`src/design/shcd_map.vh`:
```
/*
  address, command, status and timing constants for the sensor hub
  command decoder. assumes inclusion by bare name from design files.
*/
`ifndef SHCD_MAP_VH
`define SHCD_MAP_VH
`define SHCD_DEF_ADDR8 8'hAA
`define SHCD_FAM_STATUS 8'h00
`define SHCD_FAM_MODE_SET 8'h01
`define SHCD_FAM_MODE_GET 8'h02
`define SHCD_FAM_OUT_SET 8'h10
`define SHCD_IDX_0 8'h00
`define SHCD_IDX_THRESH 8'h01
`define SHCD_IDX_PERIOD 8'h02
`define SHCD_IDX_ADDR 8'h03
`define SHCD_IDX_COUNTER 8'h04
`define SHCD_MODE_APP 8'h00
`define SHCD_MODE_SHDN 8'h01
`define SHCD_MODE_RESET 8'h02
`define SHCD_MODE_BOOT 8'h08
`define SHCD_ST_OK 8'h00
`define SHCD_ST_BAD_CMD 8'h01
`define SHCD_ST_BAD_LEN 8'h03
`define SHCD_ST_BAD_VAL 8'h04
`define SHCD_BIT_COMM 0
`define SHCD_BIT_RDY 3
`define SHCD_BIT_OOVF 4
`define SHCD_BIT_IOVF 5
`define SHCD_BIT_IUNF 6
`define SHCD_FMT_RST 3'h0
`define SHCD_THRESH_RST 8'h01
`define SHCD_PERIOD_RST 8'h01
`define SHCD_CLK_MHZ 125
`define SHCD_CMD_DELAY_US 2000
`endif

```
`src/design/shcd_i2c_target.v`:
```
/*
  i2c target byte engine: start/stop detection, address match, byte
  receive with ack, byte transmit. assumes scl and sda already synced.
*/
`default_nettype none
`include "shcd_map.vh"
module shcd_i2c_target (
  input wire clk,
  input wire sys_rst,
  input wire scl_s,
  input wire sda_s,
  input wire [7:0] addr8,
  input wire [7:0] tx_byte,
  output reg sda_oe_q,
  output reg start_q,
  output reg stop_q,
  output reg rx_valid_q,
  output reg [7:0] rx_byte_q,
  output reg rd_q,
  output reg tx_take_q
);
  localparam ST_IDLE = 3'h0;
  localparam ST_ADDR = 3'h1;
  localparam ST_RX = 3'h2;
  localparam ST_TX = 3'h3;
  localparam ST_ACK = 3'h4;
  localparam ST_MACK = 3'h5;
  reg scl_p_q;
  reg sda_p_q;
  reg [2:0] st_q;
  reg [3:0] cnt_q;
  reg [7:0] sh_q;
  wire scl_rise = scl_s & ~scl_p_q;
  wire scl_fall = ~scl_s & scl_p_q;
  wire start_c = scl_s & scl_p_q & sda_p_q & ~sda_s;
  wire stop_c = scl_s & scl_p_q & ~sda_p_q & sda_s;

  // bit engine, ack driven on falling scl after 8th bit
  always @(posedge clk or posedge sys_rst) begin
    if (sys_rst) begin
      scl_p_q <= 1'b1;
      sda_p_q <= 1'b1;
      st_q <= ST_IDLE;
      cnt_q <= 4'h0;
      sh_q <= 8'h00;
      sda_oe_q <= 1'b0;
      start_q <= 1'b0;
      stop_q <= 1'b0;
      rx_valid_q <= 1'b0;
      rx_byte_q <= 8'h00;
      rd_q <= 1'b0;
      tx_take_q <= 1'b0;
    end else begin
      scl_p_q <= scl_s;
      sda_p_q <= sda_s;
      start_q <= start_c;
      stop_q <= stop_c;
      rx_valid_q <= 1'b0;
      tx_take_q <= 1'b0;
      if (start_c) begin
        st_q <= ST_ADDR;
        cnt_q <= 4'h0;
        sda_oe_q <= 1'b0;
      end else if (stop_c) begin
        st_q <= ST_IDLE;
        sda_oe_q <= 1'b0;
      end else begin
        case (st_q)
          ST_ADDR, ST_RX: begin
            if (scl_rise) begin
              sh_q <= {sh_q[6:0], sda_s};
              cnt_q <= cnt_q + 4'h1;
            end else if (scl_fall && cnt_q == 4'h8) begin
              cnt_q <= 4'h0;
              if (st_q == ST_ADDR) begin
                if (sh_q[7:1] == addr8[7:1]) begin
                  sda_oe_q <= 1'b1;
                  rd_q <= sh_q[0];
                  st_q <= ST_ACK;
                end else begin
                  st_q <= ST_IDLE;
                end
              end else begin
                rx_byte_q <= sh_q;
                rx_valid_q <= 1'b1;
                sda_oe_q <= 1'b1;
                st_q <= ST_ACK;
              end
            end
          end
          ST_ACK: begin
            if (scl_fall) begin
              if (rd_q) begin
                sh_q <= tx_byte;
                tx_take_q <= 1'b1;
                sda_oe_q <= ~tx_byte[7];
                cnt_q <= 4'h1;
                st_q <= ST_TX;
              end else begin
                sda_oe_q <= 1'b0;
                st_q <= ST_RX;
              end
            end
          end
          ST_TX: begin
            if (scl_fall) begin
              if (cnt_q == 4'h8) begin
                sda_oe_q <= 1'b0;
                st_q <= ST_MACK;
              end else begin
                sda_oe_q <= ~sh_q[3'h7 - cnt_q[2:0]];
                cnt_q <= cnt_q + 4'h1;
              end
            end
          end
          ST_MACK: begin
            if (scl_rise) begin
              st_q <= sda_s ? ST_IDLE : ST_ACK;
            end
          end
          default: st_q <= ST_IDLE;
        endcase
      end
    end
  end
endmodule
`default_nettype wire

```
`src/design/shcd_decoder.v`:
```
/*
  sensor hub command decoder: family/index/write-byte commands over an
  i2c target port. assumes a host master on scl/sda, open-drain wiring.
*/
`default_nettype none
`include "shcd_map.vh"
module shcd_decoder (
  input wire clk,
  input wire sys_rst,
  input wire scl_in,
  input wire sda_in,
  output reg sda_oe_q,
  output reg sda_out_q,
  input wire sensor_comm_error,
  input wire [7:0] fifo_level,
  input wire out_queue_overflow_ev,
  input wire in_queue_overflow_ev,
  input wire in_queue_underflow_ev,
  input wire sample_tick,
  output reg multifunction_pin_q,
  output reg report_pulse_q,
  output reg counter_prefix_q,
  output reg [2:0] out_format_q,
  output reg boot_mode_q,
  output reg shutdown_q,
  output reg soft_reset_q,
  output reg [7:0] hub_counter_q,
  output reg [7:0] i2c_addr_q
);
  localparam integer CMD_DELAY_CYC = `SHCD_CMD_DELAY_US * `SHCD_CLK_MHZ;
  reg scl_m_q, scl_s_q, sda_m_q, sda_s_q;
  reg [7:0] thresh_q, period_q, period_cnt_q;
  reg [7:0] fam_q, idx_q, wr_q, result_q;
  reg [1:0] nbytes_q;
  reg [1:0] rd_ptr_q;
  reg oovf_q, iovf_q, iunf_q;
  wire sda_oe_c, start_p, stop_p, rx_v, rd_dir, tx_take;
  wire [7:0] rx_b;
  reg [7:0] tx_c;
  wire fifo_threshold_flag = (fifo_level >= thresh_q);
  wire [7:0] hub_status_byte = {1'b0, iunf_q, iovf_q, oovf_q, fifo_threshold_flag,
                                2'b00, sensor_comm_error};

  // two-flop synchronisers on the pins
  always @(posedge clk or posedge sys_rst) begin
    if (sys_rst) begin
      scl_m_q <= 1'b1;
      scl_s_q <= 1'b1;
      sda_m_q <= 1'b1;
      sda_s_q <= 1'b1;
    end else begin
      scl_m_q <= scl_in;
      scl_s_q <= scl_m_q;
      sda_m_q <= sda_in;
      sda_s_q <= sda_m_q;
    end
  end

  shcd_i2c_target u_tgt (
    .clk(clk),
    .sys_rst(sys_rst),
    .scl_s(scl_s_q),
    .sda_s(sda_s_q),
    .addr8(i2c_addr_q),
    .tx_byte(tx_c),
    .sda_oe_q(sda_oe_c),
    .start_q(start_p),
    .stop_q(stop_p),
    .rx_valid_q(rx_v),
    .rx_byte_q(rx_b),
    .rd_q(rd_dir),
    .tx_take_q(tx_take)
  );

  // response bytes: result first, then data; answers are formed at once,
  // well inside the host wait
  always @* begin
    tx_c = 8'h00;
    if (rd_ptr_q == 2'h0) begin
      tx_c = result_q;
    end else if (result_q == `SHCD_ST_OK) begin
      if (fam_q == `SHCD_FAM_STATUS) begin
        tx_c = hub_status_byte;
      end else if (fam_q == `SHCD_FAM_MODE_GET) begin
        tx_c = boot_mode_q ? `SHCD_MODE_BOOT : `SHCD_MODE_APP;
      end
    end
  end

  // command capture, response pointer
  always @(posedge clk or posedge sys_rst) begin
    if (sys_rst) begin
      fam_q <= 8'h00;
      idx_q <= 8'h00;
      wr_q <= 8'h00;
      nbytes_q <= 2'h0;
      rd_ptr_q <= 2'h0;
    end else begin
      if (start_p) begin
        rd_ptr_q <= 2'h0;
      end
      if (tx_take && rd_ptr_q != 2'h3) begin
        rd_ptr_q <= rd_ptr_q + 2'h1;
      end
      // direction of the new frame is not known yet at start, so always
      // restart the byte count; a read frame never executes a command
      if (start_p) begin
        nbytes_q <= 2'h0;
      end
      if (rx_v) begin
        if (nbytes_q != 2'h3) begin
          nbytes_q <= nbytes_q + 2'h1;
        end
        case (nbytes_q)
          2'h0: fam_q <= rx_b;
          2'h1: idx_q <= rx_b;
          2'h2: wr_q <= rx_b;
          default: wr_q <= wr_q;
        endcase
      end
    end
  end

  // execute at the write stop, set result and configuration
  always @(posedge clk or posedge sys_rst) begin
    if (sys_rst) begin
      result_q <= `SHCD_ST_OK;
      out_format_q <= `SHCD_FMT_RST;
      thresh_q <= `SHCD_THRESH_RST;
      period_q <= `SHCD_PERIOD_RST;
      i2c_addr_q <= `SHCD_DEF_ADDR8;
      hub_counter_q <= 8'h00;
      boot_mode_q <= 1'b0;
      shutdown_q <= 1'b0;
      soft_reset_q <= 1'b0;
    end else begin
      soft_reset_q <= 1'b0;
      if (stop_p && !rd_dir && nbytes_q != 2'h0) begin
        result_q <= `SHCD_ST_OK;
        if (idx_q != `SHCD_IDX_0 && fam_q != `SHCD_FAM_OUT_SET) begin
          result_q <= `SHCD_ST_BAD_CMD;
        end else begin
          case (fam_q)
            `SHCD_FAM_STATUS, `SHCD_FAM_MODE_GET: begin
              if (nbytes_q != 2'h2) result_q <= `SHCD_ST_BAD_LEN;
            end
            `SHCD_FAM_MODE_SET: begin
              if (nbytes_q != 2'h3) begin
                result_q <= `SHCD_ST_BAD_LEN;
              end else begin
                case (wr_q)
                  `SHCD_MODE_APP: boot_mode_q <= 1'b0;
                  `SHCD_MODE_SHDN: shutdown_q <= 1'b1;
                  `SHCD_MODE_RESET: soft_reset_q <= 1'b1;
                  `SHCD_MODE_BOOT: boot_mode_q <= 1'b1;
                  default: result_q <= `SHCD_ST_BAD_VAL;
                endcase
              end
            end
            `SHCD_FAM_OUT_SET: begin
              if (nbytes_q != 2'h3) begin
                result_q <= `SHCD_ST_BAD_LEN;
              end else begin
                case (idx_q)
                  `SHCD_IDX_0: begin
                    if (wr_q[7:3] != 5'h00) result_q <= `SHCD_ST_BAD_VAL;
                    else out_format_q <= wr_q[2:0];
                  end
                  `SHCD_IDX_THRESH: begin
                    if (wr_q == 8'h00) result_q <= `SHCD_ST_BAD_VAL;
                    else thresh_q <= wr_q;
                  end
                  `SHCD_IDX_PERIOD: begin
                    if (wr_q == 8'h00) result_q <= `SHCD_ST_BAD_VAL;
                    else period_q <= wr_q;
                  end
                  `SHCD_IDX_ADDR: i2c_addr_q <= wr_q;
                  `SHCD_IDX_COUNTER: hub_counter_q <= wr_q;
                  default: result_q <= `SHCD_ST_BAD_CMD;
                endcase
              end
            end
            default: result_q <= `SHCD_ST_BAD_CMD;
          endcase
        end
      end
    end
  end

  // sticky event flags, cleared by reset only
  always @(posedge clk or posedge sys_rst) begin
    if (sys_rst) begin
      oovf_q <= 1'b0;
      iovf_q <= 1'b0;
      iunf_q <= 1'b0;
    end else begin
      if (out_queue_overflow_ev) oovf_q <= 1'b1;
      if (in_queue_overflow_ev) iovf_q <= 1'b1;
      if (in_queue_underflow_ev) iunf_q <= 1'b1;
    end
  end

  // reporting cadence, interrupt pin, sda drive
  always @(posedge clk or posedge sys_rst) begin
    if (sys_rst) begin
      period_cnt_q <= 8'h00;
      report_pulse_q <= 1'b0;
      multifunction_pin_q <= 1'b1;
      counter_prefix_q <= 1'b0;
      sda_oe_q <= 1'b0;
      sda_out_q <= 1'b0;
    end else begin
      report_pulse_q <= 1'b0;
      if (sample_tick && !shutdown_q && out_format_q[1:0] != 2'b00) begin
        if (period_cnt_q + 8'h01 >= period_q) begin
          period_cnt_q <= 8'h00;
          report_pulse_q <= 1'b1;
        end else begin
          period_cnt_q <= period_cnt_q + 8'h01;
        end
      end
      multifunction_pin_q <= ~fifo_threshold_flag;
      counter_prefix_q <= out_format_q[2] & (out_format_q[1:0] != 2'b00);
      sda_oe_q <= sda_oe_c & ~shutdown_q;
      sda_out_q <= 1'b0;
    end
  end
endmodule
`default_nettype wire

```
`config.mk`:
```
export PLATFORM = sky130hd
export DESIGN_NAME = shcd_decoder
export DESIGN_NICKNAME = d
export VERILOG_FILES = /design/src/design/shcd_i2c_target.v /design/src/design/shcd_decoder.v
export VERILOG_INCLUDE_DIRS = /design/src /design/src/design
export SDC_FILE = /design/constraint.sdc
export NUM_CORES = 1
export LEC_CHECK = 0
export BUFFER_PORTS_ARGS = -buffer_cell sky130_fd_sc_hd__buf_2
export CORE_ASPECT_RATIO = 1.4
export CORE_MARGIN = 2
export CORE_UTILIZATION = 31
export DETAILED_ROUTE_END_ITERATION = 12
export GPL_TIMING_DRIVEN = 0
export SLEW_MARGIN = 10
export SYNTH_ARGS = -nofsm -noshare
export SYNTH_HDL_FRONTEND = slang
export SYNTH_SLANG_ARGS = --single-unit
```
`constraint.sdc`:
```
create_clock -name clk -period 7.89 [get_ports clk]
set_input_delay 0.789 -clock clk [delete_from_list [all_inputs] [get_ports clk]]
set_output_delay 0.789 -clock clk [all_outputs]
set_load 0.02 [all_outputs]
```
==> results.cfg <==
[run_status]
outcome = complete, no violations

[setup_path]
r2r_start = period_cnt_q[0]
critPathMaxFanout = 9
max_stage_delay_ns = 0.46
end_kind = flip-flop
cp.depth = 10
required_ns = 8.22
crit_arrival_ns = 3.46
worstSetupPathType = flip-flop to flip-flop
startpoint = period_cnt_q[0]
critPathCapture = period_cnt_q[0]
startpoint_type = flip-flop
path_delay_family = compound AO/OA/AOI/OAI gates
cp_slowest_cell = a221o_1
worstRegToRegCells = 10
path_cells = ha_1 -> nand3_1 -> nor2_1 -> xor2_1 -> ha_1 -> and3_1 -> a221o_1 -> a221o_1 -> or2_2 -> o21ai_0
reg2reg_to = period_cnt_q[0]
ff2ff_setup_slack_ns = 4.76
crit_buf_inv = 0

[clock_network]
path_clk_slew_ns = 0.06
clkLatencyLatePin_ns = 0.42
cts-root-buf = clkbuf_16
cts_htree_levels = 4
cts_setup_buffers = 0
clkSinkCount = 119
cts_resized = 0
cts_tree = yes
holdBufCountCts = 0
cts_buffer_depth = 2
cts_buffers = 17

[timing]
hold_viol = 0
fin_hold_ws_ns = 0.354
rsz0062_at_grt = no
tightest_slew_ns = 1.18
slew_headroom_pct = 21.2
fin_crit_sh_pct = 39.7
fmax_mhz = 319
period_needed_ns = 3.13
skew_ns = 0.0112
finalSetupViolCount = 0
setup-tns-final_ns = 0
drv_slew = 0

[floorplan]
die_h_um = 169
dieArea_um2 = 20600
io_pins = 44
rows = 60
initial_core_util_pct = 31.5
core_area_um2 = 19100
die_w_um = 122

[yosys]
synthCells = 534
yosysWarnings = 0
synth_edf_count = 0
ys_ff_latch = 119
synth.distinct_cells = 64
async_flop_share_pct = 100
syn_nets = 576
ys_seq_area_share_pct = 49.6
syn_avg_cell_area_um2 = 11.3
synth_ff_type = dfrtp_1
synth_top_area_cell = dfrtp_1
netlist_area_um2 = 6040
netlist_top_cells_area = dfrtp_1 44%, mux2_2 12%, dfstp_2 5.7%
yosysTopAreaCellShare_pct = 43.9

[drt]
vias = 4324
drc = 0
first_pass_iters = 4
drt.antenna.violating_nets = 0
wirelength_um = 13500
wl_per_cell_um = 15.8
dr.first_iter.drc_count = 243
drt-vias-per-instance = 5.05

[grt]
grt_pass1_wl_um = 22200
antenna_found_initial = 0
grt_start_max_net_pins = 79
gr-total-overflow = 0
first_global_vias = 4367
grt_usage_pct = 14.0

[placement]
gp_congestion = 0.823
hpwl_um = 10200
port_buffers = 42

[power]
p_leak_nw = 3.31
peakVddDrop_v = 0.000153
power_density_nw_per_um2 = 226
total_power_mw = 1.63

[layout]
final_layout_size_suffix_gt1_share_pct = 29.7
final_cell_mix = 106 x dfrtp_1, 64 x mux2_2, 44 x buf_2, 38 x nand2_1, 34 x nor2_1
diodes = 0
nets = 638
final_common_cell = dfrtp_1
syn_to_final_growth_pct = 19.6

[run]
drv_cap = 0

[worst_hold_path]
hold_path_class = flip-flop to flip-flop
## registers in the layout (all words and copies together) (netlist names), 2 cells and up
register / count
period_q: 8
fam_q: 8
i2c_addr_q: 8
result_q: 3
period_cnt_q: 8
u_tgt.st_q: 3
wr_q: 8
out_format_q: 3
idx_q: 8
u_tgt.rx_byte_q: 8
u_tgt.cnt_q: 4
rd_ptr_q: 2
u_tgt.sh_q: 8
nbytes_q: 2
thresh_q: 8
hub_counter_q: 8
## power by group
group	internal (mW)	switching, mW	total, mW
Combinational	0.0613	0.0675	0.129
Sequential	0.639	0.0425	0.682
Clock	0.553	0.265	0.818
## per-layer routing
layer | vias up | global-route usage (%) | share of wire [%]
met5 | - | 0 | 0
met3 | 33 | 3.91 | 3.9
met4 | 0 | 6.00 | 2.9
met2 | 105 | 25.0 | 53
li1 | 2037 | - | -
met1 | 2149 | 15.3 | 40
## synth_stat cells, drive strengths merged (3+ instances only)
| cell type | count |
|---|---|
| a21oi | 11 |
| nand2b | 10 |
| o22ai | 3 |
| or3 | 6 |
| a22oi | 6 |
| nand3b | 6 |
| dfstp | 13 |
| clkbuf | 15 |
| o21ai | 25 |
| nor3b | 5 |
| mux2 | 72 |
| nor4 | 4 |
| buf | 6 |
| a211oi | 3 |
| nor2 | 34 |
| and3 | 5 |
| or2 | 5 |
| xor2 | 5 |
| o41ai | 3 |
| or4 | 8 |
| nand2 | 38 |
| ha | 25 |
| nor2b | 8 |
| nor3 | 6 |
| nand3 | 17 |
| o211ai | 3 |
| a31oi | 6 |
| mux2i | 5 |
| inv | 29 |
| dfrtp | 106 |
| xnor2 | 10 |
## worst reg2reg max path: cells and delay by family, from the launching register on
family	cells	cell delay (ns)
compound gates	3	0.97
xor+xnor	1	0.22
fa+ha+maj	2	0.54
flops	1	0.44
simple gates	4	0.87
## layout make-up
class                   instances  area (µm²)
fillers                      1888       11900
flip-flops and latches        119        2990
multi-input cells             365        2820
clock buffers                  24         482
well taps                     248         310
repair buffers                 43         238
clock inverters                 8         146
inverters                      29         114
plain buffers                  21         111
## per-stage QoR
stage / setup slack [ns] / instances / instance area (µm²) / utilization, %
2_1_floorplan: 3.97 / 534 / 6040 / -
3_3_place_gp: 2.72 / 824 / 6560 / 34.2
3_5_place_dp: 4.78 / 825 / 6590 / 34.4
4_1_cts: 4.75 / 857 / 7220 / 37.7
5_1_grt: 4.57 / 857 / 7220 / 37.7
6_report: 4.76 / 857 / 7220 / 37.7
## worst min-delay path by stage
| stage | depth (start not counted) | endpoint | slack, ns | start |
|---|---|---|---|---|
| 6_report | 0 | sda_s_q | 0.35 | sda_m_q |
| 3_5_place_dp | 0 | sda_s_q | 0.35 | sda_m_q |
| 2_1_floorplan | 0 | scl_s_q | 0.35 | scl_m_q |
| 3_3_place_gp | 0 | scl_s_q | 0.35 | scl_m_q |
| 4_1_cts | 0 | sda_s_q | 0.36 | sda_m_q |
| 5_1_grt | 0 | scl_s_q | 0.36 | scl_m_q |
## logic make-up after synthesis
| logic type | synth area share, % |
|---|---|
| other cells | 0.0621 |
| simple gates | 15.3 |
| fa+ha+maj | 5.18 |
| mux | 15.1 |
| xor+xnor | 2.18 |
| buf+inv | 3.65 |
| flops | 49.6 |
| compound gates | 8.89 |
Note: power is estimated with default switching activity, not from simulation.
